File: src/hdl/lsg_pkg.sv
// Package: register map, field layout, reset values and pin mode codes of the link status block
package lsg_pkg;

	localparam int          LSG_DATA_W           = 32;
	localparam int          LSG_ADDR_W           = 8;
	localparam int          LSG_IDX_W            = LSG_ADDR_W - 2;
	localparam int          LSG_PORTS            = 2;

	// Register indices; byte address is four times the index
	localparam logic [5:0]  LSG_IDX_CTRL         = 6'h04;
	localparam logic [5:0]  LSG_IDX_CRC_LO       = 6'h0A;
	localparam logic [5:0]  LSG_IDX_CRC_HI       = 6'h0B;
	localparam logic [5:0]  LSG_IDX_STATUS       = 6'h0C;
	localparam logic [5:0]  LSG_IDX_PIN0         = 6'h0D;

	// Control register fields
	localparam int          LSG_CTRL_PSEL_BIT    = 0;
	localparam int          LSG_CTRL_CRC_RST_BIT = 5;
	localparam logic [7:0]  LSG_CTRL_RST         = 8'h00;

	// Status register fields
	localparam int          LSG_ST_LOST_BIT      = 4;
	localparam int          LSG_ST_BIST_BIT      = 3;
	localparam int          LSG_ST_PCLK_BIT      = 2;
	localparam int          LSG_ST_DES_BIT       = 1;
	localparam int          LSG_ST_DET_BIT       = 0;

	// Pin configuration fields
	localparam int          LSG_PIN_REV_LSB      = 4;
	localparam int          LSG_PIN_VAL_BIT      = 3;
	localparam int          LSG_PIN_MODE_LSB     = 0;
	localparam logic        LSG_PIN_VAL_RST      = 1'b0;
	localparam logic [2:0]  LSG_PIN_MODE_RST     = 3'h0;

	// Pin mode codes; the top bit is ignored for the first two
	localparam logic [1:0]  LSG_MODE_FUNC_IN     = 2'h0;
	localparam logic [1:0]  LSG_MODE_HIZ         = 2'h2;
	localparam logic [2:0]  LSG_MODE_GP_OUT      = 3'h1;
	localparam logic [2:0]  LSG_MODE_GP_IN       = 3'h3;
	localparam logic [2:0]  LSG_MODE_RMT_HOLD    = 3'h5;
	localparam logic [2:0]  LSG_MODE_RMT_DFLT    = 3'h7;

	localparam logic [15:0] LSG_CNT_RST          = 16'h0000;
	localparam logic [15:0] LSG_CNT_MAX          = 16'hFFFF;

	typedef struct packed {
		logic [15:0] cnt;
		logic        link_lost;
		logic        bist_flag;
		logic        des_flag;
		logic        det_prev;
	} lsg_stat_t;

endpackage : lsg_pkg

File: src/hdl/lsg_port_if.sv
// Interface: per-port events in, per-port flags and counter out
`timescale 1ns/10ps
`default_nettype none
interface lsg_port_if;
	logic        clr;
	logic        link_det;
	logic        bc_crc_err;
	logic        bist_crc_err;
	logic        bist_restart;
	logic        des_crc_err;
	logic [15:0] cnt;
	logic        link_lost;
	logic        bist_flag;
	logic        des_flag;

	modport stat (
		input  clr, link_det, bc_crc_err, bist_crc_err, bist_restart, des_crc_err,
		output cnt, link_lost, bist_flag, des_flag
	);
	modport ctl (
		output clr, link_det, bc_crc_err, bist_crc_err, bist_restart, des_crc_err,
		input  cnt, link_lost, bist_flag, des_flag
	);
endinterface : lsg_port_if
`default_nettype wire

File: src/hdl/lsg_port_stat.sv
// Per-port error counter and sticky status flags
`timescale 1ns/10ps
`default_nettype none
module lsg_port_stat
	import lsg_pkg::*;
(
	input  wire logic clk,
	input  wire logic rst,
	lsg_port_if.stat  pif
);
	lsg_stat_t   s_q;
	lsg_stat_t   s_d;
	logic        lost;
	logic [15:0] base;

	// Loss of link is the falling edge of cable detect
	assign lost = s_q.det_prev & ~pif.link_det;

	always_comb
	begin
		s_d          = s_q;
		s_d.det_prev = pif.link_det;
		base         = pif.clr ? LSG_CNT_RST : s_q.cnt;
		// An error in the clearing cycle still counts; stop at full scale
		if (pif.bc_crc_err && (base != LSG_CNT_MAX))
			s_d.cnt = base + 16'h0001;
		else
			s_d.cnt = base;
		s_d.link_lost = lost | (s_q.link_lost & ~pif.clr);
		s_d.bist_flag = pif.bist_crc_err
			| (s_q.bist_flag & ~(pif.clr | lost | pif.bist_restart));
		s_d.des_flag  = pif.des_crc_err | (s_q.des_flag & ~(pif.clr | lost));
	end

	always_ff @(posedge clk or posedge rst)
	begin
		if (rst)
			s_q <= '{cnt: LSG_CNT_RST, default: 1'b0};
		else
			s_q <= s_d;
	end

	assign pif.cnt       = s_q.cnt;
	assign pif.link_lost = s_q.link_lost;
	assign pif.bist_flag = s_q.bist_flag;
	assign pif.des_flag  = s_q.des_flag;
endmodule : lsg_port_stat
`default_nettype wire

File: src/hdl/lsg_regs.sv
// Link status and pin zero register bank with APB slave
`timescale 1ns/10ps
`default_nettype none
module lsg_regs
	import lsg_pkg::*;
#(
	parameter logic [3:0] REV_ID = 4'h1 // Arbitrary value
)
(
	input  wire logic                  core_clk,
	input  wire logic                  rst,
	input  wire logic                  psel,
	input  wire logic                  penable,
	input  wire logic                  pwrite,
	input  wire logic [LSG_ADDR_W-1:0] paddr,
	input  wire logic [LSG_DATA_W-1:0] pwdata,
	input  wire logic [3:0]            pstrb,
	output logic      [LSG_DATA_W-1:0] prdata,
	output logic                       pready,
	output logic                       pslverr,
	input  wire logic [1:0]            link_detect,
	input  wire logic [1:0]            bc_crc_err,
	input  wire logic [1:0]            bist_crc_err,
	input  wire logic [1:0]            bist_restart,
	input  wire logic [1:0]            des_crc_err,
	input  wire logic                  input_pixel_clock_present,
	input  wire logic [1:0]            remote_pin_val,
	input  wire logic [1:0]            pin_zero_in,
	output logic      [1:0]            pin_zero_out,
	output logic      [1:0]            pin_zero_oe_n,
	output logic      [1:0]            pin_zero_func_in
);
	typedef struct packed {
		logic [7:0]            ctrl;
		logic [1:0]            pin_val;
		logic [1:0][2:0]       pin_mode;
		logic [1:0]            rmt_hold;
		logic [1:0]            pin_out;
		logic [1:0]            pin_oe_n;
		logic [1:0]            func_in;
		logic [1:0]            det;
		logic                  pclk;
		logic [LSG_DATA_W-1:0] prdata;
		logic                  pready;
		logic                  pslverr;
	} lsg_regs_t;

	lsg_regs_t            s_q;
	lsg_regs_t            s_d;
	lsg_port_if           pif [LSG_PORTS] ();
	logic                 port_sel;
	logic [LSG_IDX_W-1:0] idx;
	logic                 hit;
	logic                 access;
	logic [15:0]          cnt_sel;
	logic [7:0]           status_sel;
	logic [15:0]          cnt_p [LSG_PORTS];
	logic [LSG_PORTS-1:0] lost_p;
	logic [LSG_PORTS-1:0] bist_p;
	logic [LSG_PORTS-1:0] des_p;

	assign port_sel = s_q.ctrl[LSG_CTRL_PSEL_BIT];
	assign idx      = paddr[LSG_ADDR_W-1:2];
	assign access   = psel & penable;
	assign hit      = (idx == LSG_IDX_CTRL) || (idx == LSG_IDX_CRC_LO) || (idx == LSG_IDX_CRC_HI)
		|| (idx == LSG_IDX_STATUS) || (idx == LSG_IDX_PIN0);

	genvar g;
	generate
		for (g = 0; g < LSG_PORTS; g++)
		begin : g_port
			assign pif[g].clr          = s_q.ctrl[LSG_CTRL_CRC_RST_BIT];
			assign pif[g].link_det     = link_detect[g];
			assign pif[g].bc_crc_err   = bc_crc_err[g];
			assign pif[g].bist_crc_err = bist_crc_err[g];
			assign pif[g].bist_restart = bist_restart[g];
			assign pif[g].des_crc_err  = des_crc_err[g];
			assign cnt_p[g]            = pif[g].cnt;
			assign lost_p[g]           = pif[g].link_lost;
			assign bist_p[g]           = pif[g].bist_flag;
			assign des_p[g]            = pif[g].des_flag;
			lsg_port_stat u_stat (
				.clk (core_clk),
				.rst (rst),
				.pif (pif[g])
			);
		end
	endgenerate

	// Per-port views follow the port select
	always_comb
	begin
		cnt_sel    = port_sel ? cnt_p[1] : cnt_p[0];
		status_sel = 8'h00;
		status_sel[LSG_ST_LOST_BIT] = port_sel ? lost_p[1] : lost_p[0];
		status_sel[LSG_ST_BIST_BIT] = port_sel ? bist_p[1] : bist_p[0];
		status_sel[LSG_ST_PCLK_BIT] = s_q.pclk;
		status_sel[LSG_ST_DES_BIT]  = port_sel ? des_p[1] : des_p[0];
		status_sel[LSG_ST_DET_BIT]  = port_sel ? s_q.det[1] : s_q.det[0];
	end

	always_comb
	begin
		s_d         = s_q;
		s_d.pready  = 1'b0;
		s_d.pslverr = 1'b0;
		s_d.det     = link_detect;
		s_d.pclk    = input_pixel_clock_present;

		// One wait state: answer is prepared in the first access cycle
		if (access && !s_q.pready)
		begin
			s_d.pready  = 1'b1;
			s_d.pslverr = !hit;
			s_d.prdata  = '0;
			unique case (1'b1)
				(idx == LSG_IDX_CTRL):   s_d.prdata[7:0] = s_q.ctrl;
				(idx == LSG_IDX_CRC_LO): s_d.prdata[7:0] = cnt_sel[7:0];
				(idx == LSG_IDX_CRC_HI): s_d.prdata[7:0] = cnt_sel[15:8];
				(idx == LSG_IDX_STATUS): s_d.prdata[7:0] = status_sel;
				(idx == LSG_IDX_PIN0):
				begin
					s_d.prdata[LSG_PIN_REV_LSB +: 4]  = REV_ID;
					s_d.prdata[LSG_PIN_VAL_BIT]       = s_q.pin_val[port_sel];
					s_d.prdata[LSG_PIN_MODE_LSB +: 3] = s_q.pin_mode[port_sel];
				end
				default: s_d.prdata = '0;
			endcase
		end

		// Only control and pin fields are writable; all else ignores writes
		if (access && s_q.pready && pwrite && pstrb[0])
		begin
			if (idx == LSG_IDX_CTRL)
				s_d.ctrl = pwdata[7:0];
			if (idx == LSG_IDX_PIN0)
			begin
				s_d.pin_val[port_sel]  = pwdata[LSG_PIN_VAL_BIT];
				s_d.pin_mode[port_sel] = pwdata[LSG_PIN_MODE_LSB +: 3];
			end
		end

		for (int i = 0; i < LSG_PORTS; i++)
		begin
			// Remote value is only trusted while the link is up
			if (link_detect[i])
				s_d.rmt_hold[i] = remote_pin_val[i];
			s_d.func_in[i]  = 1'b0;
			s_d.pin_oe_n[i] = 1'b1;
			s_d.pin_out[i]  = 1'b0;
			casez (s_q.pin_mode[i])
				3'b?00:
					s_d.func_in[i] = pin_zero_in[i];
				3'b?10:
					s_d.pin_oe_n[i] = 1'b1;
				LSG_MODE_GP_OUT:
				begin
					s_d.pin_oe_n[i] = 1'b0;
					s_d.pin_out[i]  = s_q.pin_val[i];
				end
				LSG_MODE_GP_IN:
					s_d.pin_oe_n[i] = 1'b1;
				LSG_MODE_RMT_HOLD:
				begin
					s_d.pin_oe_n[i] = 1'b0;
					s_d.pin_out[i]  = link_detect[i] ? remote_pin_val[i]
						: s_q.rmt_hold[i];
				end
				default:
				begin
					s_d.pin_oe_n[i] = 1'b0;
					s_d.pin_out[i]  = link_detect[i] ? remote_pin_val[i]
						: s_q.pin_val[i];
				end
			endcase
		end
	end

	always_ff @(posedge core_clk or posedge rst)
	begin
		if (rst)
		begin
			s_q          <= '0;
			s_q.ctrl     <= LSG_CTRL_RST;
			s_q.pin_val  <= {LSG_PORTS{LSG_PIN_VAL_RST}};
			s_q.pin_mode <= {LSG_PORTS{LSG_PIN_MODE_RST}};
			s_q.pin_oe_n <= 2'h3;
		end
		else
			s_q <= s_d;
	end

	assign prdata           = s_q.prdata;
	assign pready           = s_q.pready;
	assign pslverr          = s_q.pslverr;
	assign pin_zero_out     = s_q.pin_out;
	assign pin_zero_oe_n    = s_q.pin_oe_n;
	assign pin_zero_func_in = s_q.func_in;
endmodule : lsg_regs
`default_nettype wire

File: config.mk
export PLATFORM = sky130hd
export DESIGN_NAME = lsg_regs
export DESIGN_NICKNAME = d
export VERILOG_FILES = /design/src/hdl/lsg_pkg.sv /design/src/hdl/lsg_port_if.sv /design/src/hdl/lsg_port_stat.sv /design/src/hdl/lsg_regs.sv
export SDC_FILE = /design/constraint.sdc
export NUM_CORES = 1
export LEC_CHECK = 0
export BUFFER_PORTS_ARGS = -buffer_cell sky130_fd_sc_hd__buf_4
export CAP_MARGIN = 15
export CORE_MARGIN = 3
export CORE_UTILIZATION = 50
export DETAILED_ROUTE_END_ITERATION = 8
export GPL_TIMING_DRIVEN = 0
export PLACE_DENSITY_LB_ADDON = 0.2
export SYNTH_ARGS = -nofsm -noshare
export SYNTH_HDL_FRONTEND = slang
export SYNTH_HIERARCHICAL = 1
export SYNTH_SLANG_ARGS = --single-unit
File: constraint.sdc
create_clock -name core_clk -period 3 [get_ports core_clk]
set_input_delay 0.15 -clock core_clk [delete_from_list [all_inputs] [get_ports core_clk]]
set_output_delay 0.15 -clock core_clk [all_outputs]
set_load 0.005 [all_outputs]
-- After elaboration in Yosys (flattened, before gate mapping)
Index checks and enable logic that the tools add are counted.
- add/subtract/negate cells: 2
- magnitude comparators: 2
- equality and inequality tests: 15
- muxes and demuxes: 31
- bitwise gates (word level): 26
- reductions and logical operators: 19
- operator list (kind ; count):
    16-bit 2-to-1 mux ; 5
    8-bit one-hot mux with 5 select lines ; 1
    16-bit by 1-bit adder with 16-bit output, second input constant ; 2
    16-bit inequality test, second input constant ; 2
    6-bit by 4-bit equality test with 1-bit output, second input constant ; 4
    1-bit 2-to-1 mux ; 15
    1-bit OR ; 10
    1-bit AND ; 9
    3-bit 2-to-1 mux ; 3
    1-bit logical AND ; 7
    1-bit inverter ; 7
    6-bit bitwise mux ; 1
    3-bit by 1-bit equality test with 1-bit output, second input constant ; 2
    3-bit by 2-bit equality test with 1-bit output, second input constant ; 2
    3-bit equality test, second input constant ; 2
    6-bit by 3-bit equality test with 1-bit output, second input constant ; 1
    1-bit one-hot mux with 3 select lines ; 2
    3-bit OR reduction ; 2
    2-bit equality test, second input constant ; 2
    2-bit zero test ; 2
    1-bit logical OR ; 4
    2-bit AND reduction ; 2
    3-bit demux with 1-bit select ; 1
    2-bit bitwise mux ; 1
    other kinds (5) ; 6
- flip-flop bits (word level): 77
- word-level logic and storage cells: 118

-- Logic depth before layout (Yosys ltp)
Gate-level depths: netlist of run 1.
- depth after elaboration: 7
- depth in mapped cells: 6
- gate-level depth less buffers: 5

-- Hierarchy
The synthesis of run 1 kept the hierarchy.
- by module, submodules not included (module ; instances ; cells each ; area each (um2) ; sequential area each (um2)):
    lsg_port_stat ; 2 ; 113 ; 1123.6 ; 500.5
    lsg_regs ; 1 ; 217 ; 2232.1 ; 928.4

-- Worst setup path before layout of run 1
OpenSTA, ideal clock, no wires.
- kind: flip-flop to flip-flop
- start point: reg s_q, in the netlist pready
- end point: reg s_q[48] (netlist name)
- setup time: 0.125 ns
- arrival: 1.595 ns
- path slack: 1.280 ns
- stages on the path, launching flop included: 6
- buffers on the path: 1
- clock period less this slack: 1.720 ns
- cell sequence: dfrtp_1 nand3_1 or2_2 or4_1 clkbuf_1 mux2_2
- longest elaborated chain between the ends: 4
- ends and longest elaborated chain (element ; line ; source):
    start, declared ; lsg_regs.sv:48 ; lsg_regs_t s_q;
    1-bit logical AND (3 in a row) ; lsg_regs.sv:132 ; if (access && s_q.pready && pwrite && pstrb[0])
    2-bit AND reduction (no line) ; - ;
No other way between the ends.
A chain may end at the register's enable or synchronous reset.

-- Worst setup path after layout of run 1
- start point: reg s_q, in the netlist port_sel
- end point: reg s_q, in the netlist prdata[3]
- longest elaborated chain between the ends: 3
- elaborated cells between the ends (all ways): 5
- those cells by class: mux: 5
- ends and longest elaborated chain (element ; line ; source):
    1-bit 2-to-1 mux (not written as such) (2 in a row) ; lsg_regs.sv:124 ; s_d.prdata[LSG_PIN_VAL_BIT] = s_q.pin_val[port_sel];
    8-bit one-hot mux with 5 select lines * ; lsg_regs.sv:116 ; unique case (1'b1)
Every way passes the cells marked *; elsewhere a longest branch is shown, timed or not. The select of a mux whose other input is x is not followed.

==> impl_metrics.toml, run 1 <==
[outcome]
status = "completed"

[clocking]
cts.sinks = 77
cts-resized-gates = 0
cts_made_buffers = 9
cts-root-buf = "clkbuf_8"
clk_latency_ps = 360
cts_setup_buffers = 0
htreeDepth = 3
cts.clk_slew.worst_paths_ps = 90
cts_buffer_depth = 2
cts_tree = "done"
holdBufCountCts = 9

[cells_and_area]
fillCellCount = 709
stdcell_count = 647
layout_common_cells = "buf_4 (122), dfrtp_1 (75), mux2_2 (30), a21oi_1 (24), conb_1 (24)"
final_nets = 600
area_delta_synth_final_pct = 20.0
final_common_cell = "buf_4"
layout-drive-gt1-share_pct = 36.6
design_area_sq_um = 5380

[route]
drt-pass1-iter-count = 5
drt-vias-per-instance = 5.49
avgRoutedWirePerCell_um = 15.9
drc = 0
drtAntennaViolNets = 0
drtIter0Drc = 210
routed-via-count = 3550
wirelength_um = 10300

[sta]
min_period_ps = 2080
finClkSkew_ps = 16.2
setup_viol = 0
worst_slew_pin_slew_ps = 842
min_period_over_period_pct = 69.3
hold_violations = 0
relSlewSlack_pct = 43.8
drv_slew = 0
rsz0062_at_grt = "false"
setup-tns-final_ps = 0
clock.fmax_mhz = 481

[synth]
synthCells = 443
ys_warn_count = 6
synth_edf_count = 0
ys_dominant_reg_cell = "dfrtp_1"
ys_seq_area_share_pct = 43.1
syn_area_sq_um = 4480
ys_ff_latch = 77
avgSynthCellArea_sq_um = 10.1
async_flop_share_pct = 100
ys_types = 52

[power]
ir_worst_vdd_mv = 0.411
powerDensity_nw_per_um2 = 515
leakage_nw = 2.51

[placement]
io_buffer_count = 50
placed_area_sq_um = 5070
globalplace.congestion = 0.897
hpwlAfterDp_um = 7740
dp.cells = 621

[worst_setup_path]
crit_arrival_ps = 2320
path_max_fanout = 10
required_ps = 3240
setup.worst_path.class = "flip-flop to flip-flop"
worstSetupStartpointType = "flip-flop"
setup.worst_path.end_class = "flip-flop"

[grt]
overflow = 0
track_usage_pct = 21.2
grt_max_degree = 38
grt_pass1_vias = 3309
antenna_found_initial = 0
grt_pass1_wl_um = 16800

[floorplan]
start_util_pct = 52.9
die_x_um = 101
core_area_sq_um = 8460
die_area_sq_um = 10100
fp-row-count = 33
io_pins = 104
chipHeight_um = 101

[min_path]
min_path_type = "primary input to flip-flop"

[flow_run]
cap_violations = 0
per-stage QoR:
stage          setup WS (ps)  power, mW  hold slack (ps)  util (%)
2_1_floorplan           1280       1.76              114         -
3_3_place_gp             994       1.93              265      59.9
3_5_place_dp             958       1.95              262      59.9
4_1_cts                  944       2.78             19.4      63.5
5_1_grt                  795       2.92             26.9      63.5
6_report                 921       2.77             19.8      63.5
state kept, by name, summed over array words and instances, names as in the netlist, 2 cells and up:
| register | cells |
|---|---|
| g_port.u_stat/s_q | 2 |
| pin_zero_oe_n | 2 |
| prdata | 8 |
| g_port.u_stat/pif.link_lost | 2 |
| pin_zero_out | 2 |
| g_port.u_stat/pif.bist_flag | 2 |
| g_port.u_stat/pif.des_flag | 2 |
| pin_zero_func_in | 2 |
| g_port.u_stat/pif.cnt | 32 |
| s_q | 19 |
cell families (layout without fill, tap and decap cells):
| family | count (synthesis) | after routing | synth area share (%) |
|---|---|---|---|
| simple gates | 127 | 127 | 17.5 |
| mux | 38 | 38 | 9.33 |
| other cells | 1 | 25 | 0.0837 |
| xor+xnor | 6 | 6 | 1.17 |
| buf+inv | 104 | 179 | 15.0 |
| flops | 77 | 77 | 43.1 |
| compound gates | 90 | 90 | 13.9 |
cells in the mapped netlist, types with 8 or more instances:
cell | number | area [sq um]
buf_4 | 72 | 541
a221oi_1 | 8 | 70.1
o21ai_0 | 17 | 85.1
nand2_1 | 22 | 82.6
clkbuf_1 | 8 | 30.0
nand3_1 | 12 | 60.1
and3_1 | 8 | 50.1
inv_1 | 19 | 71.3
dfrtp_1 | 75 | 1880
a21oi_1 | 24 | 120
nor3_1 | 20 | 100
mux2_2 | 30 | 338
mux2i_1 | 8 | 80.1
nor2_1 | 20 | 75.1
where the power goes:
group          leakage (nW)  switching, mW  internal, mW
clock                 0.103          0.403         0.412
combinational          1.44          0.265         0.353
sequential            0.965          0.176          1.16
area by class of cell:
cell class	count	area (sq um)	area share, %
Sequential cell	77	1930	35.9
Clock buffer	10	138	2.56
Clock inverter	6	72.6	1.35
Buffer	85	601	11.2
Tap cell	105	131	2.44
Multi-Input combinational cell	285	1960	36.5
Antenna cell	1	2.50	0.0466
Timing Repair Buffer	59	465	8.66
Inverter	19	71.3	1.33
metal layers:
layer  wire length (um)  global-route usage [%]  vias to the layer above
li1                   -                       -                     1707
met1               4780                    31.2                     1706
met2               4750                    31.8                      125
met3                624                    4.15                       12
met4                136                    6.01                        0
met5                  0                       0                        -
worst max-delay path: stages (launching register included):
cell and delay, ps:
dfrtp_1 350, buf_2 230, buf_1 480, mux2_2 410, a221oi_1 380, a21oi_1 120
worst paths after layout:
check | cells past startpoint | from | slack (ps) | to
hold reg to reg | 1 | s_q[45] | 450 | pin_zero_oe_n[0]
setup reg to reg | 5 | port_sel | 920 | prdata[3]
min in group asynchronous | 3 | rst | 510 | s_q[51]
setup / recovery | 5 | port_sel | 920 | prdata[3]
hold / removal | 3 | remote_pin_val[0] | 20 | s_q[43]
max in group asynchronous | 3 | rst | 1930 | g_port[1].u_stat/pif.cnt[0]
No activity file was read; power rests on OpenSTA's default activity.
==> inputs of run 2 (changes only) <==
- ABC_AREA: default -> 1
- clock period: 3 -> 1.95 ns (I/O delays scaled with it)
==> impl_metrics.toml, run 2 <==
[outcome]
status = "completed"

[route]
wirelength_um = 12900
avgRoutedWirePerCell_um = 12.9
drc = 0
drt-vias-per-instance = 4.84
drt-pass1-iter-count = 5
drtIter0Drc = 276
routed-via-count = 4817
drtAntennaViolNets = 0

[sta]
clock.fmax_mhz = 545
hold_violations = 0
worst_slew_pin_slew_ps = 838
min_period_ps = 1840
final.setup.worst_slack_ps = 115
setup-tns-final_ps = 0
relSlewSlack_pct = 44.1
setup_viol = 0
drv_slew = 0
finClkSkew_ps = 12.9
min_period_over_period_pct = 94.1

[synth]
synth_edf_count = 0
netlist_top_cells_count = "nand2_1 (267), nor2_1 (89), dfrtp_1 (75), buf_4 (71), inv_1 (67)"
ys_warn_count = 6
yosysTopAreaCell = "dfrtp_1"
ys_dominant_reg_cell = "dfrtp_1"
yosysMostFrequentCell = "nand2_1"
ys_seq_area_share_pct = 36.9
syn_area_sq_um = 5220
ys_ff_latch = 77
synthCells = 755
ys_types = 31
synth_area_leaders = "dfrtp_1 (36%), nand2_1 (19%), buf_4 (10%)"
async_flop_share_pct = 100
synth_top_area_share_pct = 35.9
avgSynthCellArea_sq_um = 6.92

[cells_and_area]
design_area_sq_um = 6280
fillCellCount = 940
stdcell_count = 996
area_delta_synth_final_pct = 20.2
largest_reg_flops = 32
layout_common_cells = "nand2_1 (264), buf_4 (121), nor2_1 (88), dfrtp_1 (74), inv_1 (67)"
final_nets = 922
layout-drive-gt1-share_pct = 22.9
final_common_cell = "nand2_1"
n_antenna_cell = 0

[worst_setup_path]
worstSetupStartpointType = "flip-flop"
crit_arrival_ps = 2080
cpPeakStageDelay_ps = 460
setup.worst_path.end_class = "flip-flop"
slowest_stage = "dfrtp_2"
path_common_cell = "nand2_2"
path_cells = "buf_6 > inv_8 > buf_12 > nand2_2 > nor2_4 > nand2_1 > nor2_1 > nand2_2 > nand2_2 > buf_6 > o21ai_0"
path_max_fanout = 10
required_ps = 2200
setup.worst_path.class = "flip-flop to flip-flop"

[power]
powerDensity_nw_per_um2 = 645
leakage_nw = 3.27
ir_worst_vdd_mv = 0.471
power.total_mw = 4.05

[placement]
dp.cells = 962
dp_slack_ps = 59.0
placed_area_sq_um = 5880
hpwlAfterDp_um = 9890
io_buffer_count = 50
globalplace.congestion = 0.920

[clocking]
cts_buffer_depth = 2
cts.clk_slew.worst_paths_ps = 80
cts_made_buffers = 9
htreeDepth = 3
cts-root-buf = "clkbuf_8"
cts_tree = "done"
cts_setup_buffers = 0
cts.sinks = 77
clk_latency_ps = 380

[grt]
use_met1_pct = 29.3
grt_pass1_wl_um = 21500
overflow = 0
use_met2_pct = 39.3
grt_most_used_layer = "met2"
antenna_found_initial = 0
use_met3_pct = 6.45
grt_pass1_vias = 4559
grt_max_degree = 24
track_usage_pct = 23.4

[floorplan]
die_x_um = 108
fp-row-count = 36
start_util_pct = 52.5
core_area_sq_um = 9950
io_pins = 104
chipHeight_um = 108
die_area_sq_um = 11700

[min_path]
min_path_type = "primary input to flip-flop"

[flow_run]
cap_violations = 0
==> run 2: area by class of cell <==
type	instances	area (sq um)	area share, %
Sequential cell	77	1930	30.7
Inverter	73	289	4.60
Multi-Input combinational cell	541	2450	39.0
Clock inverter	6	45.0	0.717
Clock buffer	10	138	2.19
Timing Repair Buffer	69	583	9.29
Buffer	87	681	10.8
Tap cell	133	166	2.65
==> run 2: kinds of logic (layout without fill, tap and decap cells) <==
family | count (synthesis) | after routing | synth area share (%)
buffers and inverters | 160 | 245 | 18.6
XOR/XNOR | 6 | 6 | 1.01
flip-flops | 77 | 77 | 36.9
AND/OR/NAND/NOR | 460 | 460 | 38.3
AO/OA/AOI/OAI | 51 | 51 | 5.17
other | 1 | 24 | 0.0718
==> run 2: report_power, final <==
group,internal (mW),switching (mW)
Sequential,1.73,0.147
Clock,0.502,0.644
Combinational,0.486,0.540
==> run 2: critical path: cells and delay by family, from the launching register on <==
| kind | cells | cell delay [ps] |
|---|---|---|
| AND/OR/NAND/NOR | 6 | 610 |
| buffers and inverters | 4 | 550 |
| flip-flops | 1 | 460 |
| AO/OA/AOI/OAI | 1 | 80 |
==> run 2: path summary, 6_finish.rpt <==
check                                      from                             end  slack, ps  cells after the start
worst max-delay path                 pif[0].clr     g_port[1].u_stat/pif.cnt[1]        110                     11
worst min-delay path            bist_restart[1]  g_port[1].u_stat/pif.bist_flag         20                      3
worst max register to register       pif[0].clr     g_port[1].u_stat/pif.cnt[1]        110                     11
worst min register to register        prdata[5]                       prdata[5]        500                      2
max in group asynchronous                   rst     g_port[1].u_stat/pif.cnt[0]        960                      3
min in group asynchronous                   rst                         s_q[43]        380                      3
==> run 2: timing repair <==
action,in CTS,in global routing
hold buffers,18,0
setup endpoints to repair,0,28
gates resized for setup,0,10
hold endpoints to repair,72,0
==> run 2: per-stage QoR <==
| step | hold slack [ps] | utilization (%) |
|---|---|---|
| floorplan | 61.3 | - |
| global placement | 210 | 58.8 |
| CTS | 0.375 | 62.7 |
| detailed placement | 209 | 59.1 |
| global route | 1.10 | 63.1 |
| finish | 21.7 | 63.1 |
==> run 2: per-layer routing <==
metal | vias to the layer above | routed length [um]
li1 | 2455 | -
met1 | 2209 | 5690
met2 | 129 | 6140
met3 | 24 | 796
met4 | 0 | 239
met5 | - | 0
==> inputs of run 3 (changes only) <==
- PLACE_DENSITY: default -> 0.76
- PLACE_DENSITY_LB_ADDON: 0.2 -> default
- SYNTH_HIERARCHICAL: 1 -> default
==> impl_metrics.toml, run 3 <==
[worst_setup_path]
rr_startpoint = "pif[0].clr"
path_cells = "buf_8 > clkinv_8 > buf_8 > nand2_4 > inv_4 > ha_4 > nand2_2 > nor2_4 > nand2_4 > o21ai_4 > buf_6 > nand2_2 > nand2_1"
r2r_slack_ps = 60
path_max_fanout = 5
worstSetupStartpointType = "flip-flop"
r2r_end = "g_port[1].u_stat.pif.cnt[7]"
required_ps = 2240
crit_arrival_ps = 2180
cpPeakStageDelay_ps = 390
setup.worst_path.class = "flip-flop to flip-flop"
path_delay_family = "buffers and inverters"
setup.worst_path.end_class = "flip-flop"
r2r_cells = 13
path_buf_inv = 5
slowest_stage = "dfrtp_1"

[sta]
final.setup.worst_slack_ps = 57.0
min_period_over_period_pct = 97.1
setup_viol = 0
finClkSkew_ps = 13.6
min_period_ps = 1890
worst_slew_pin_slew_ps = 548
rsz0062_at_grt = "true"
clock.fmax_mhz = 528
drv_slew = 0
hold_violations = 0
setup-tns-final_ps = 0
hold_ws_ps = 4.36
relSlewSlack_pct = 63.2

[power]
leakage_nw = 3.08
ir_worst_vdd_mv = 0.377
powerDensity_nw_per_um2 = 492
power.total_mw = 3.07

[cells_and_area]
n_antenna_cell = 0
final_nets = 906
design_area_sq_um = 6250
layout_common_cells = "nand2_1 (261), buf_4 (109), inv_1 (73), dfrtp_1 (73), nor2_1 (69)"
largest_reg_flops = 32
stdcell_count = 974
final_common_cell = "nand2_1"
area_delta_synth_final_pct = 27.8
layout-drive-gt1-share_pct = 23.0
post-route-util_pct = 66.6

[grt]
grt_max_degree = 36
overflow = 0
grt_pass1_wl_um = 21100
track_usage_pct = 23.5
antenna_found_initial = 0
grt_pass1_vias = 4431

[floorplan]
die_area_sq_um = 11000
fp-row-count = 35
io_pins = 104
die_x_um = 105
core_area_sq_um = 9370
start_util_pct = 52.1
chipHeight_um = 105

[synth]
ys_dominant_reg_cell = "dfrtp_1"
async_flop_share_pct = 100
synthCells = 719
ys_ff_latch = 75
synth_area_leaders = "dfrtp_1 (37%), nand2_1 (21%), buf_4 (6.0%)"
ys_seq_area_share_pct = 38.5
synth_edf_count = 0
ys_warn_count = 0
netlist_top_cells_count = "nand2_1 (273), inv_1 (77), nor2_1 (75), dfrtp_1 (73), o21ai_0 (42)"
ys_types = 35
yosysTopAreaCell = "dfrtp_1"
yosysMostFrequentCell = "nand2_1"
avgSynthCellArea_sq_um = 6.80
synth_top_area_share_pct = 37.4
syn_area_sq_um = 4890

[route]
drt-pass1-iter-count = 7
drc = 0
wirelength_um = 13000
drt-vias-per-instance = 4.98
drtAntennaViolNets = 0
routed-via-count = 4854
drtIter0Drc = 335
avgRoutedWirePerCell_um = 13.3

[clocking]
cts.sinks = 75
htreeDepth = 3
cts_buffer_depth = 2
cts_made_buffers = 9
clk_latency_ps = 360
cts_tree = "done"
cts-root-buf = "clkbuf_8"
cts.clk_slew.worst_paths_ps = 80

[placement]
dp_slack_ps = -314
dp.cells = 923
placed_area_sq_um = 5590
hpwlAfterDp_um = 9560
globalplace.congestion = 0.960
io_buffer_count = 50

[min_path]
min_path_type = "primary input to flip-flop"
min_path_cells = 3
min_to = "s_q[44]"
worstHoldStart = "remote_pin_val[1]"

[outcome]
status = "completed"

[flow_run]
cap_violations = 0
==> run 3: changes by cell type after synthesis, sizes merged, moves of 3 or more <==
cell    before  now
nand3b       0    3
nor3         6    2
nand3       54   37
o21ai       40   50
clkbuf       0    8
xor2         4   10
nand2      282  278
nor2       101   96
and2         3    0
a21oi        5    1
inv         73   78
buf         87   48
==> run 3: cell families (layout without fill, tap and decap cells) <==
| logic type | after synthesis | count (layout) | share of synthesized area [%] |
|---|---|---|---|
| AOI/OAI and AO/OA | 58 | 58 | 6.76 |
| xor gates and xnor gates | 13 | 13 | 2.33 |
| adders and majority gates | 2 | 2 | 0.512 |
| buffers and inverters | 135 | 238 | 14.2 |
| DFF | 75 | 75 | 38.5 |
| other | 1 | 24 | 0.0767 |
| and+or+nand+nor | 435 | 435 | 37.7 |
==> run 3: final cells by class <==
cell class                 instances  area (sq um)
fill                             880          3130
timing repair buffer              88           743
inverter                          79           315
tap                              129           161
clock buffer                      11           141
sequential                        75          1880
multi-input combinational        532          2540
clock inverter                     5          37.5
buffer                            55           430
==> run 3: worst max path at each step <==
| stage | from | end | slack, ps | cells after the start |
|---|---|---|---|---|
| after floorplan | pif[0].clr | g_port[0].u_stat.pif.cnt[12] | 3 | 13 |
| after global routing | pif[0].clr | g_port[1].u_stat.pif.cnt[12] | -60 | 15 |
| final | pif[0].clr | g_port[1].u_stat.pif.cnt[7] | 60 | 13 |
| after global placement | pif[0].clr | g_port[0].u_stat.pif.cnt[14] | -280 | 13 |
| after detailed placement | pif[0].clr | g_port[0].u_stat.pif.cnt[8] | -310 | 13 |
| after CTS | pif[0].clr | g_port[0].u_stat.pif.cnt[13] | 3 | 12 |
==> run 3: layer usage <==
metal,wire (um),part of all wire [%],up-vias,GRT usage (%)
met2,6190,48,174,38.5
met1,5620,43,2246,31.9
met3,872,6.7,32,4.14
li1,-,-,2402,-
met4,281,2.2,0,7.12
met5,0,0,-,0
==> run 3: what timing repair did <==
item | in CTS | in global routing
pin swaps | 7 | 21
endpoints found under the hold margin | 28 | 0
resized for setup | 24 | 27
cloned | 0 | 1
hold buffers | 12 | 0
endpoints found under the setup margin | 32 | 32
buffers inserted | 12 | 11
==> run 3: where the power goes <==
part,internal [mW],switching [mW]
combinational,0.192,0.171
sequential,1.59,0.0172
clock,0.502,0.601
==> run 3: worst min-delay path: stages <==
cell and delay [ps]:
buf_4 80, nand2_1 40, o21ai_0 100
